`src/logic/sspc_pkg.sv`:
```
// Purpose: Shared constants for the socket status, power and irq control.
// Assumes: One socket per instance; index/data register access.
// Notes:   Field positions and reset values used by the design; the bench repeats them as literals.
package sspc_pkg;

  // Register index space
  localparam int unsigned IDX_W           = 8;
  localparam logic [5:0]  REG_STATUS      = 6'h01;
  localparam logic [5:0]  REG_POWER       = 6'h02;
  localparam logic [5:0]  REG_IRQ_GEN     = 6'h03;
  localparam int unsigned IDX_SOCKET_BIT  = 6;
  localparam logic [7:0]  IDX_RST         = 8'h00;
  localparam logic [7:0]  IDX_WR_MASK     = 8'h7F;

  // Power control fields
  localparam int unsigned PWR_CARD_EN     = 7;
  localparam int unsigned PWR_AUTO        = 5;
  localparam int unsigned PWR_VCC         = 4;
  localparam int unsigned PWR_VPP_LO      = 0;
  localparam logic [7:0]  PWR_RST         = 8'h00;

  // Programming voltage field codes
  localparam logic [1:0]  VPP_FOLLOW_VCC  = 2'h1;
  localparam logic [1:0]  VPP_PROG_12V    = 2'h2;

  // Interrupt and general control fields
  localparam int unsigned IGC_RING_EN     = 7;
  localparam int unsigned IGC_RESET_OFF   = 6;
  localparam int unsigned IGC_IO_MODE     = 5;
  localparam int unsigned IGC_MGMT_SEL    = 4;
  localparam int unsigned IGC_LEVEL_LO    = 0;
  localparam logic [7:0]  IGC_RST         = 8'h00;

  // Status byte fields
  localparam int unsigned ST_TOP          = 7;
  localparam int unsigned ST_PWR_ON       = 6;

  // Interrupt routing
  localparam int unsigned IRQ_W           = 16;
  localparam logic [15:0] IRQ_VALID_MASK  = 16'hDEB8;
  localparam int unsigned IRQ_CLK_ALT     = 14;
  localparam int unsigned IRQ_RING_ALT    = 15;

  // Synchronised pin vector: {cd2_n, cd1_n, bvd2, bvd1, wp, ready}
  localparam int unsigned PIN_W           = 6;
  localparam int unsigned PIN_READY       = 0;
  localparam int unsigned PIN_WP          = 1;
  localparam int unsigned PIN_BVD1        = 2;
  localparam int unsigned PIN_BVD2        = 3;
  localparam int unsigned PIN_CD1_N       = 4;
  localparam int unsigned PIN_CD2_N       = 5;
  localparam logic [5:0]  PIN_RST         = 6'h30;

  // Read data for unmapped index
  localparam logic [7:0]  RD_NONE         = 8'h00;

endpackage

```
`src/logic/sspc_socket_ctrl.sv`:
```
// Purpose: Per-socket status, power, output enable and irq routing logic.
// Assumes: Index/data access strobes are one-cycle pulses on mclk_i.
// Notes:   Outputs are registered; the card reset pin has its own output enable beside the socket one.
`timescale 1ns/1ps
module sspc_socket_ctrl #(
  parameter int unsigned SOCKET_ID = 0
) (
  input  wire logic        mclk_i,
  input  wire logic        sys_rst_i,
  // Index/data register access
  input  wire logic        idx_wr_i,
  input  wire logic        data_wr_i,
  input  wire logic        data_rd_i,
  input  wire logic [7:0]  wdata_i,
  output logic      [7:0]  rdata_o,
  output logic             rd_valid_o,
  // Card pins
  input  wire logic        card_ready_irq_pin_i,
  input  wire logic        write_protect_wide_io_pin_i,
  input  wire logic        card_detect_first_n_i,
  input  wire logic        card_detect_second_n_i,
  input  wire logic        battery_status_ring_pin_i,
  input  wire logic        battery_warn_speaker_pin_i,
  // Control bits held elsewhere in the adapter
  input  wire logic        vcc_3v3_sel_i,
  input  wire logic        auto_off_disable_i,
  input  wire logic        vcc_write_lock_i,
  input  wire logic        ata_mode_i,
  input  wire logic        irq15_ring_out_select_i,
  input  wire logic        irq14_clk_in_sel_i,
  input  wire logic        mgmt_irq_req_i,
  input  wire logic [3:0]  mgmt_irq_level_i,
  // Socket power and outputs
  output logic             vcc_3v3_n_o,
  output logic             vcc_5v_n_o,
  output logic             prog_voltage_select_o,
  output logic             vpp_follow_vcc_o,
  output logic             sock_out_en_o,
  output logic             card_reset_o,
  output logic             card_reset_oe_o,
  output logic             io_interface_mode_o,
  output logic [15:0]      irq_o
);

  // Elaboration check: only two sockets exist
  if (SOCKET_ID > 1) begin : g_bad_socket
    $error("SOCKET_ID must be 0 or 1");
  end

  logic [7:0]  index_q;
  logic [7:0]  power_q;
  logic [7:0]  igc_q;
  logic [5:0]  pins_s;
  logic [5:0]  pins_raw;
  logic        present;
  logic        present_q;
  logic        power_act;
  logic        sel_hit;
  logic        wr_power;
  logic        wr_igc;
  logic        removal;
  logic [7:0]  status_byte;
  logic [7:0]  rdata_d;
  logic        rd_status_q;
  logic [15:0] irq_d;
  logic        card_irq;
  logic        ring_active;
  logic [1:0]  vpp_code;

  // Routing decode: one-hot line for valid codes, none otherwise
  function automatic logic [15:0] route(input logic [3:0] code);
    logic [15:0] onehot;
    onehot = 16'h0001 << code;
    return onehot & sspc_pkg::IRQ_VALID_MASK;
  endfunction

  assign pins_raw = {card_detect_second_n_i, card_detect_first_n_i,
                     battery_warn_speaker_pin_i, battery_status_ring_pin_i,
                     write_protect_wide_io_pin_i, card_ready_irq_pin_i};

  sspc_sync #(
    .W       (sspc_pkg::PIN_W),
    .RST_VAL (sspc_pkg::PIN_RST)
  ) u_pin_sync (
    .mclk_i    (mclk_i),
    .sys_rst_i (sys_rst_i),
    .async_i   (pins_raw),
    .sync_o    (pins_s)
  );

  // Card fully inserted when both detect pins are low
  assign present = ~pins_s[sspc_pkg::PIN_CD1_N] &
                   ~pins_s[sspc_pkg::PIN_CD2_N];

  assign sel_hit  = (index_q[sspc_pkg::IDX_SOCKET_BIT] == SOCKET_ID[0]) &
                    ~index_q[7];
  assign wr_power = data_wr_i & sel_hit &
                    (index_q[5:0] == sspc_pkg::REG_POWER);
  assign wr_igc   = data_wr_i & sel_hit &
                    (index_q[5:0] == sspc_pkg::REG_IRQ_GEN);

  // Index register; reserved top bit held at zero
  always_ff @(posedge mclk_i) begin
    if (sys_rst_i) begin
      index_q <= sspc_pkg::IDX_RST;
    end else if (idx_wr_i) begin
      index_q <= wdata_i & sspc_pkg::IDX_WR_MASK;
    end
  end

  // Previous insertion state for removal detection
  always_ff @(posedge mclk_i) begin
    if (sys_rst_i) begin
      present_q <= 1'b0;
    end else begin
      present_q <= present;
    end
  end

  assign removal = present_q & ~present;

  // power control register, cleared by reset
  always_ff @(posedge mclk_i) begin
    if (sys_rst_i) begin
      power_q <= sspc_pkg::PWR_RST;
    end else begin
      if (wr_power) begin
        power_q[7:5] <= wdata_i[7:5];
        power_q[3:0] <= wdata_i[3:0];
        if (!vcc_write_lock_i) begin
          power_q[sspc_pkg::PWR_VCC] <= wdata_i[sspc_pkg::PWR_VCC];
        end
      end
      if (removal && !auto_off_disable_i) begin
        power_q[sspc_pkg::PWR_VCC] <= 1'b0;
      end
    end
  end

  always_ff @(posedge mclk_i) begin
    if (sys_rst_i) begin
      igc_q <= sspc_pkg::IGC_RST;
    end else if (wr_igc) begin
      igc_q <= wdata_i;
    end
  end

  assign power_act = ~sys_rst_i & power_q[sspc_pkg::PWR_VCC] &
                     (~power_q[sspc_pkg::PWR_AUTO] | present);
  assign vpp_code  = power_q[sspc_pkg::PWR_VPP_LO +: 2];

  always_ff @(posedge mclk_i) begin
    if (sys_rst_i || !power_act) begin
      vcc_3v3_n_o           <= 1'b1;
      vcc_5v_n_o            <= 1'b1;
      prog_voltage_select_o <= 1'b0;
      vpp_follow_vcc_o      <= 1'b0;
    end else begin
      vcc_3v3_n_o           <= ~vcc_3v3_sel_i;
      vcc_5v_n_o            <= vcc_3v3_sel_i;
      prog_voltage_select_o <= (vpp_code == sspc_pkg::VPP_PROG_12V);
      vpp_follow_vcc_o      <= (vpp_code == sspc_pkg::VPP_FOLLOW_VCC);
    end
  end

  // socket output enables, card reset level
  always_ff @(posedge mclk_i) begin
    if (sys_rst_i) begin
      sock_out_en_o   <= 1'b0;
      card_reset_oe_o <= 1'b0;
      card_reset_o    <= 1'b0;
    end else begin
      sock_out_en_o   <= present & power_q[sspc_pkg::PWR_CARD_EN];
      card_reset_oe_o <= present & power_q[sspc_pkg::PWR_CARD_EN];
      card_reset_o    <= ~igc_q[sspc_pkg::IGC_RESET_OFF] ^ ata_mode_i;
    end
  end

  always_ff @(posedge mclk_i) begin
    if (sys_rst_i) begin
      io_interface_mode_o <= 1'b0;
    end else begin
      io_interface_mode_o <= igc_q[sspc_pkg::IGC_IO_MODE];
    end
  end

  always_comb begin
    status_byte                      = 8'h00;
    status_byte[sspc_pkg::ST_TOP]    = 1'b1;
    status_byte[sspc_pkg::ST_PWR_ON] = power_act;
    status_byte[5]                   = pins_s[sspc_pkg::PIN_READY];
    status_byte[4]                   = pins_s[sspc_pkg::PIN_WP];
    status_byte[3]                   = ~pins_s[sspc_pkg::PIN_CD2_N];
    status_byte[2]                   = ~pins_s[sspc_pkg::PIN_CD1_N];
    status_byte[0]                   = pins_s[sspc_pkg::PIN_BVD1];
    // warning pin masked in I/O mode
    status_byte[1] = pins_s[sspc_pkg::PIN_BVD2] &
                     ~igc_q[sspc_pkg::IGC_IO_MODE];
  end

  // Read data multiplexer for the data port
  always_comb begin
    rdata_d = sspc_pkg::RD_NONE;
    if (sel_hit) begin
      case (index_q[5:0])
        sspc_pkg::REG_STATUS:  rdata_d = status_byte;
        sspc_pkg::REG_POWER:   rdata_d = power_q;
        sspc_pkg::REG_IRQ_GEN: rdata_d = igc_q;
        default:               rdata_d = sspc_pkg::RD_NONE;
      endcase
    end
  end

  // Registered read return, one cycle after the strobe
  always_ff @(posedge mclk_i) begin
    if (sys_rst_i) begin
      rdata_o     <= 8'h00;
      rd_valid_o  <= 1'b0;
      rd_status_q <= 1'b0;
    end else begin
      rd_valid_o  <= data_rd_i;
      rd_status_q <= data_rd_i & sel_hit &
                     (index_q[5:0] == sspc_pkg::REG_STATUS);
      if (data_rd_i) begin
        rdata_o <= rdata_d;
      end
    end
  end

  // Card interrupt: active-low request pin in I/O mode only
  assign card_irq    = igc_q[sspc_pkg::IGC_IO_MODE] &
                       ~pins_s[sspc_pkg::PIN_READY];
  // ring indicate from the status pin
  assign ring_active = igc_q[sspc_pkg::IGC_IO_MODE] &
                       igc_q[sspc_pkg::IGC_RING_EN] &
                       irq15_ring_out_select_i &
                       ~pins_s[sspc_pkg::PIN_BVD1];

  always_comb begin
    irq_d = 16'h0000;
    if (card_irq) begin
      irq_d = irq_d | route(igc_q[sspc_pkg::IGC_LEVEL_LO +: 4]);
    end
    if (mgmt_irq_req_i && !igc_q[sspc_pkg::IGC_MGMT_SEL]) begin
      irq_d = irq_d | route(mgmt_irq_level_i);
    end
    // alternate uses of lines 14 and 15
    if (irq14_clk_in_sel_i) begin
      irq_d[sspc_pkg::IRQ_CLK_ALT] = 1'b0;
    end
    if (ring_active) begin
      irq_d[sspc_pkg::IRQ_RING_ALT] = 1'b1;
    end
  end

  // Registered interrupt lines
  always_ff @(posedge mclk_i) begin
    if (sys_rst_i) begin
      irq_o <= 16'h0000;
    end else begin
      irq_o <= irq_d;
    end
  end
endmodule

```
`src/logic/sspc_sync.sv`:
```
// Purpose: Two flip-flop synchroniser for a bundle of card pin levels.
// Assumes: Synchronous active-high reset, single clock.
// Notes:   First stage is read only by the second stage.
`timescale 1ns/1ps
module sspc_sync #(
  parameter int unsigned W       = 1,
  parameter logic [W-1:0] RST_VAL = '0
) (
  input  wire logic         mclk_i,
  input  wire logic         sys_rst_i,
  input  wire logic [W-1:0] async_i,
  output logic      [W-1:0] sync_o
);

  // Elaboration check: an empty bundle cannot be synchronised
  if (W < 1) begin : g_bad_width
    $error("W must be at least 1");
  end

  logic [W-1:0] meta_q;
  logic [W-1:0] sync_q;

  // Two stages, reset to the idle pin levels
  always_ff @(posedge mclk_i) begin
    if (sys_rst_i) begin
      meta_q <= RST_VAL;
      sync_q <= RST_VAL;
    end else begin
      meta_q <= async_i;
      sync_q <= meta_q;
    end
  end

  assign sync_o = sync_q;

endmodule

```
`config.mk`:
```
export PLATFORM = sky130hd
export DESIGN_NAME = sspc_socket_ctrl
export DESIGN_NICKNAME = d
export VERILOG_FILES = /design/src/logic/sspc_pkg.sv /design/src/logic/sspc_socket_ctrl.sv /design/src/logic/sspc_sync.sv
export SDC_FILE = /design/constraint.sdc
export NUM_CORES = 1
export LEC_CHECK = 0
export ABC_CLOCK_PERIOD_IN_PS = 4900
export BUFFER_PORTS_ARGS = -buffer_cell sky130_fd_sc_hd__buf_2
export CAP_MARGIN = 10
export CORE_MARGIN = 3
export CORE_UTILIZATION = 45
export CTS_BUF_LIST = sky130_fd_sc_hd__clkbuf_4 sky130_fd_sc_hd__clkbuf_8
export CTS_CLUSTER_DIAMETER = 200
export CTS_CLUSTER_SIZE = 30
export DETAILED_ROUTE_END_ITERATION = 16
export PLACE_DENSITY = 0.79
export SKIP_LAST_GASP = 1
export SYNTH_ARGS = -nofsm -noshare
export SYNTH_HDL_FRONTEND = slang
export SYNTH_HIERARCHICAL = 1
export SYNTH_SLANG_ARGS = --single-unit
```
`constraint.sdc`:
```
create_clock -name mclk_i -period 4.9 [get_ports mclk_i]
set_input_delay 0.245 -clock mclk_i [delete_from_list [all_inputs] [get_ports mclk_i]]
set_output_delay 0.245 -clock mclk_i [all_outputs]
set_load 0.02 [all_outputs]
```
==> impl_results.md, run 1 <==
- Syn Std Cell Area: ~2500 sq um
- Run status: finished, final reports clean
- Top cells by count, synth: 62 x dfxtp_1, 17 x nand2_1, 16 x nor2_1, 16 x nor2b_1, 15 x mux2i_1
- Die Wd: ~80 um
- Period minus WS final: approximately 2.0 ns
- Die area: around 6500 sq um
- Main synth FF type: dfxtp_1
- Final period utilization: about two fifths
- Final hold violation count: 0
- Post-CTS setup buffers: 0
- Number of global-route vias before repair: between 1500 and 2000
- Flop2flop setup slack: a little under 3 ns
- Initial Util: approximately 48%
- RD Place Congestion: 0.846
- Final HPWL DP: ~3.9 mm
- Reg clk slew, reported paths: approximately 0.070 ns
- #FFs+latches synth: between 60 and 70
- Die H: 80.7 um
- Avg Synthesized Cell Area: a little under 10 sq um
- CTS root buf: clkbuf_8
- Hold depth: 2
- Diode count: 0
- GR Overflow Total: 0
- RSZ-0062 raised after global routing: false
- Total GRT Usage: between 10% and 20%
- Initial antenna violation count: 0
- Nets: about 340
- Final setup TNS: 0 ns
- Ports: 63
- Clock sink count: 62
- Final ANT Viol Nets: 0
- Clock buffer depth: 2
- VDD IR-drop max: 0.000195 V
- Global-route wire length before repair: about 9.1 mm
- Most numerous cell in the Yosys netlist: dfxtp_1
- WL final: approximately 5.5 mm
- Post-synth EDFFs: 0
- Number of max-cap violations: 0
- Number of DRC markers in iteration 0: ~170
- TritonCTS Buffers: 9
- Min-delay worst type: in -> reg
- Top cell type's share of synthesized area: 49.4%
- Seq/Total Area, Yosys: a little under 50%
- Worst Max-Slew Pin Slew: 0.673 ns
- Rel. slew slack: a little under three fifths
- Fin. max-slew vios: 0
- Max Fclk: 509 MHz
- Setup violators final: 0
- Yosys warns: 6
- Library cells used by synthesis: 42
- Row cnt: 26
- Hold EP: irq_o[14]$_SDFF_PP0_
- Reg-to-reg endpoint: power_q[1]$_SDFFE_PP0P_
- CTS tree: done
- WL/cell: 14.4 um
- Setup CP Type: reg -> reg
- Cell taking the most area after synthesis: dfxtp_1
- Resized cells post-CTS: 0
- Clk_lat worst skew: ~0.34 ns
- Worst Setup End Kind: flop
- FF-to-FF Start: index_q[1]$_SDFFE_PP0P_
- Data arrival, critical path: 2.24 ns
- Largest cells by area after synthesis: dfxtp_1 49%, mux2i_1 6.0%, nor2b_1 4.0%, nand2b_1 3.2%, a22oi_1 2.7%
- Pin count of the biggest net entering global routing: between 40 and 50
- Crit Path Max Fanout: 16
- Reg2reg path depth: 3
- Gate Count Post-Synth: about 260
- Clock skew: between 0.005 and 0.006 ns
- Htree depth: 3
- Critical Path Source Type: flop
- Pwr dens: 359 nW/um^2
- Layout cells sized above 1: 28.0%
- Vias/cell: ~5.3
- Core Area: 5240 sq um
- Worst hold start: irq14_clk_in_sel_i
- Port Buffers: 56
- Post-synth ARST share: 0%
- Pre-CTS WS: between 2 and 3 ns
- Via Count: 2019
- Area grow syn2layout: 19.0%
- Hold_buf cts: 0
- DRC: 0
- Total power: roughly 1.1 mW
- Crit path setup slack, layout: 2.93 ns
- TritonRoute pass-1 iters: 4
- Leakage: around 1.2 nW
- Critical Path RT: just over 5 ns
[how the worst max path moves through the flow]
| stage | start | endpoint | depth (start not counted) |
|---|---|---|---|
| final | index_q[1]$_SDFFE_PP0P_ | power_q[1]$_SDFFE_PP0P_ | 3 |
| after global placement | sys_rst_i | igc_q[6]$_SDFFE_PP0P_ | 3 |
| after floorplan | index_q[3]$_SDFFE_PP0P_ | rdata_o[2]$_SDFFE_PP0P_ | 4 |
| after global routing | index_q[1]$_SDFFE_PP0P_ | power_q[3]$_SDFFE_PP0P_ | 3 |
| after CTS | index_q[1]$_SDFFE_PP0P_ | power_q[1]$_SDFFE_PP0P_ | 3 |
| after detailed placement | sys_rst_i | igc_q[1]$_SDFFE_PP0P_ | 3 |
[critical path, cell delays in order (launching register included)]
cell     delay [ns]
dfxtp_1        0.64
nor2b_1        0.51
and3_1         0.52
mux2i_1        0.23
[logic make-up after synthesis]
logic type             after synthesis  synth area share (%)
other                                1                 0.149
multiplexers                        19                  7.77
XOR/XNOR                             1                 0.349
flip-flops                          62                  49.4
buffers and inverters               25                  5.43
AO/OA/AOI/OAI                       39                  10.8
AND/OR/NAND/NOR                    110                  26.1
[cell usage in the layout (no fill, tap or decap), types with 5 or more instances in the layout]
| cell | count |
|---|---|
| buf_2 | 56 |
| a31o_2 | 7 |
| conb_1 | 6 |
| a22oi_1 | 9 |
| nor2_1 | 16 |
| mux2i_1 | 15 |
| dfxtp_1 | 62 |
| a21oi_1 | 5 |
| nor4bb_1 | 5 |
| o21ai_1 | 7 |
| nor3b_1 | 5 |
| nand3_1 | 7 |
| nand2b_1 | 13 |
| clkbuf_8 | 13 |
| nand2_1 | 17 |
| nor4_1 | 8 |
| nor2b_1 | 16 |
[state kept, by name, summed over array words and instances (netlist names)]
name and count:
card_reset_oe_o 1, present_q 1, prog_voltage_select_o 1, rdata_o 8, index_q 7, vcc_5v_n_o 1
irq_o 10, rd_valid_o 1, igc_q 8, u_pin_sync/meta_q 6, vcc_3v3_n_o 1, card_reset_o 1
power_q 8, vpp_follow_vcc_o 1, io_interface_mode_o 1, u_pin_sync/sync_o 6
[per-layer routing]
| layer | part of all wire, % | GRT usage, % | wire [um] | vias to the layer above |
|---|---|---|---|---|
| li1 | - | - | - | 1007 |
| met1 | 45 | 23.0 | 2440 | 937 |
| met2 | 47 | 29.1 | 2580 | 62 |
| met3 | 6.1 | 4.60 | 333 | 13 |
| met4 | 2.3 | 11.8 | 125 | 0 |
| met5 | 0 | 0 | 0 | - |
[layout make-up]
type                    count  area [sq um]
fillers                   467          2250
flip-flops and latches     62          1240
multi-input cells         175          1150
repair buffers             56           280
clock buffers              13           179
well taps                  70          87.6
clock inverters             3          40.0
inverters                   2          7.51
[metrics by stage]
stage | util (%) | area, sq um | hold slack [ns] | cells
floorplan | - | 2530 | 0.317 | 262
global placement | 52.9 | 2770 | 0.386 | 365
detailed placement | 52.9 | 2770 | 0.401 | 365
CTS | 57.0 | 2990 | 0.0453 | 381
global route | 57.0 | 2990 | 0.0579 | 381
finish | 57.0 | 2990 | 0.0567 | 381
[report_power, final]
group	total (mW)	leakage (nW)	internal (mW)	switching, mW
registers	0.527	0.504	0.515	0.0113
clock network	0.476	0.115	0.289	0.188
logic	0.0695	0.621	0.0291	0.0404
No activity file was read; power rests on OpenSTA's default activity.
==> inputs of run 2 (changes only) <==
--- a/config.mk
+++ b/config.mk
@@ -5,7 +5,7 @@
 export SDC_FILE = /design/constraint.sdc
 export NUM_CORES = 1
 export LEC_CHECK = 0
-export ABC_CLOCK_PERIOD_IN_PS = 4900
+export ABC_CLOCK_PERIOD_IN_PS = 1900
 export BUFFER_PORTS_ARGS = -buffer_cell sky130_fd_sc_hd__buf_2
 export CAP_MARGIN = 10
 export CORE_MARGIN = 3
==> constraint.sdc (replaced) <==
create_clock -name mclk_i -period 1.9 [get_ports mclk_i]
set_input_delay 0.095 -clock mclk_i [delete_from_list [all_inputs] [get_ports mclk_i]]
set_output_delay 0.095 -clock mclk_i [all_outputs]
set_load 0.02 [all_outputs]
==> impl_results.md, run 2 (synthesis results as in run 1) <==
- Die Wd: 80.7 um
- Port Buffers: 56
- Core Area: around 5200 sq um
- Ports: 63
- M2 GR Usage: between 20% and 30%
- Clock buffer depth: 2
- Total GRT Usage: a little under a fifth
- # fillers: around 470
- Row cnt: 26
- Die area: 6510 sq um
- DRC: 0
- GRT met3 Usage: 3.48%
- Via Count: 2088
- Global-route wire length before repair: a little over 9 mm
- Leakage: 1.28 nW
- Most frequent cells in the layout: 62 x dfxtp_1, 56 x buf_2, 17 x nand2_1
- RD Place Congestion: between 0.8 and 0.9
- Initial antenna violation count: 0
- Nets: roughly 350
- TritonCTS Buffers: 9
- Reg clk slew, reported paths: approximately 0.07 ns
- RSZ-0062 raised after global routing: false
- GR Overflow Total: 0
- Final ANT Viol Nets: 0
- FF-to-FF Start: index_q[3]$_SDFFE_PP0P_
- Worst hold start: wdata_i[0]
- Crit Path Max Fanout: 8
- Final period utilization: a little over nine tenths
- Final HPWL DP: approximately 4.2 mm
- Clock skew: 0.00741 ns
- Initial Util: roughly 48%
- Clk_lat worst skew: around 0.34 ns
- Post-CTS setup buffers: 0
- Layout cells sized above 1: 28.5%
- CTS tree: done
- Worst Setup End Kind: flop
- Data arrival, critical path: slightly above 2 ns
- CTS root buf: clkbuf_8
- Run status: finished, final reports clean
- Period minus WS final: 1.82 ns
- Clock sink count: 62
- TritonRoute pass-1 iters: 4
- VDD IR-drop max: roughly 0.00058 V
- Pwr dens: roughly 830 nW/um^2
- WL final: slightly below 6 mm
- Area grow syn2layout: 22.4%
- Die H: 80.7 um
- Min-delay worst type: in -> reg
- Critical Path RT: 2.14 ns
- Final setup TNS: 0 ns
- Met1 global-route usage: 24.5%
- Rel. slew slack: a little under three fifths
- Worst Max-Slew Pin Slew: 0.640 ns
- Reg with most FFs: irq_o
- Max Fclk: around 550 MHz
- Number of max-cap violations: 0
- Crit path setup slack, layout: a little under 0.08 ns
- Leading cell type in the layout, fill and taps excluded: dfxtp_1
- Pre-CTS WS: just under 0.1 ns
- Resized cells post-CTS: 0
- WL/cell: between 10 and 15 um
- Setup CP Type: reg -> reg
- Setup violators final: 0
- Critical Path Source Type: flop
- Number of global-route vias before repair: around 2000
- Final hold violation count: 0
- Top Usage Layer GRT: met2
- Fin. max-slew vios: 0
- Pin count of the biggest net entering global routing: 33
- Diode count: 0
- Vias/cell: about 5.3
- Htree depth: 3
- Number of DRC markers in iteration 0: about 120
- Worst Setup SP: index_q[3]$_SDFFE_PP0P_
- Largest register FFs: 10
## run 2: stage by stage
| stage | power [mW] | instances | hold WS (ns) | cell area (sq um) | util [%] |
|---|---|---|---|---|---|
| after floorplan | 1.51 | 262 | 0.167 | 2530 | - |
| after global placement | 1.57 | 371 | 0.259 | 2810 | 53.7 |
| after detailed placement | 1.58 | 371 | 0.269 | 2810 | 53.7 |
| after CTS | 2.58 | 396 | 0.000591 | 3070 | 58.7 |
| after global routing | 2.65 | 396 | 0.0236 | 3070 | 58.7 |
| final | 2.55 | 396 | 0.0104 | 3070 | 58.7 |
## run 2: layout make-up
cell class,instances,area (sq um),share of cell area (%)
flip-flops and latches,62,1240,40.4
multi-input cells,175,1150,37.5
repair buffers,71,415,13.5
clock buffers,10,131,4.27
well taps,70,87.6,2.85
clock inverters,6,38.8,1.26
inverters,2,7.51,0.244
## run 2: path summary, 6_finish.rpt
check	endpoint	slack [ns]	depth (start not counted)
setup / recovery	igc_q[6]$_SDFFE_PP0P_	0.08	3
hold / removal	index_q[0]$_SDFFE_PP0P_	0.01	3
setup reg to reg	igc_q[6]$_SDFFE_PP0P_	0.08	3
hold reg to reg	u_pin_sync/sync_o[5]$_SDFF_PP1_	0.41	1
## run 2: what timing repair did
| action | in CTS | in global routing |
|---|---|---|
| endpoints found under the setup margin | 0 | 0 |
| hold buffers | 9 | 0 |
| hold endpoints to repair | 10 | 0 |
## run 2: power breakdown
part           internal, mW  switching (mW)
registers              1.33          0.0211
logic                0.0963           0.118
clock network         0.481           0.502
total                  1.91           0.641
## run 2: routing by layer
metal / wire, um / vias to the layer above
met3: 429 / 15
met2: 2700 / 83
met4: 155 / 0
met1: 2490 / 958
met5: 0 / -
li1: - / 1032
## run 2: worst max-delay path, cell delays in order, from the launching register on
cell and delay (ns):
dfxtp_1 0.33, or4_4 0.58, or3_1 0.51, a31o_2 0.30
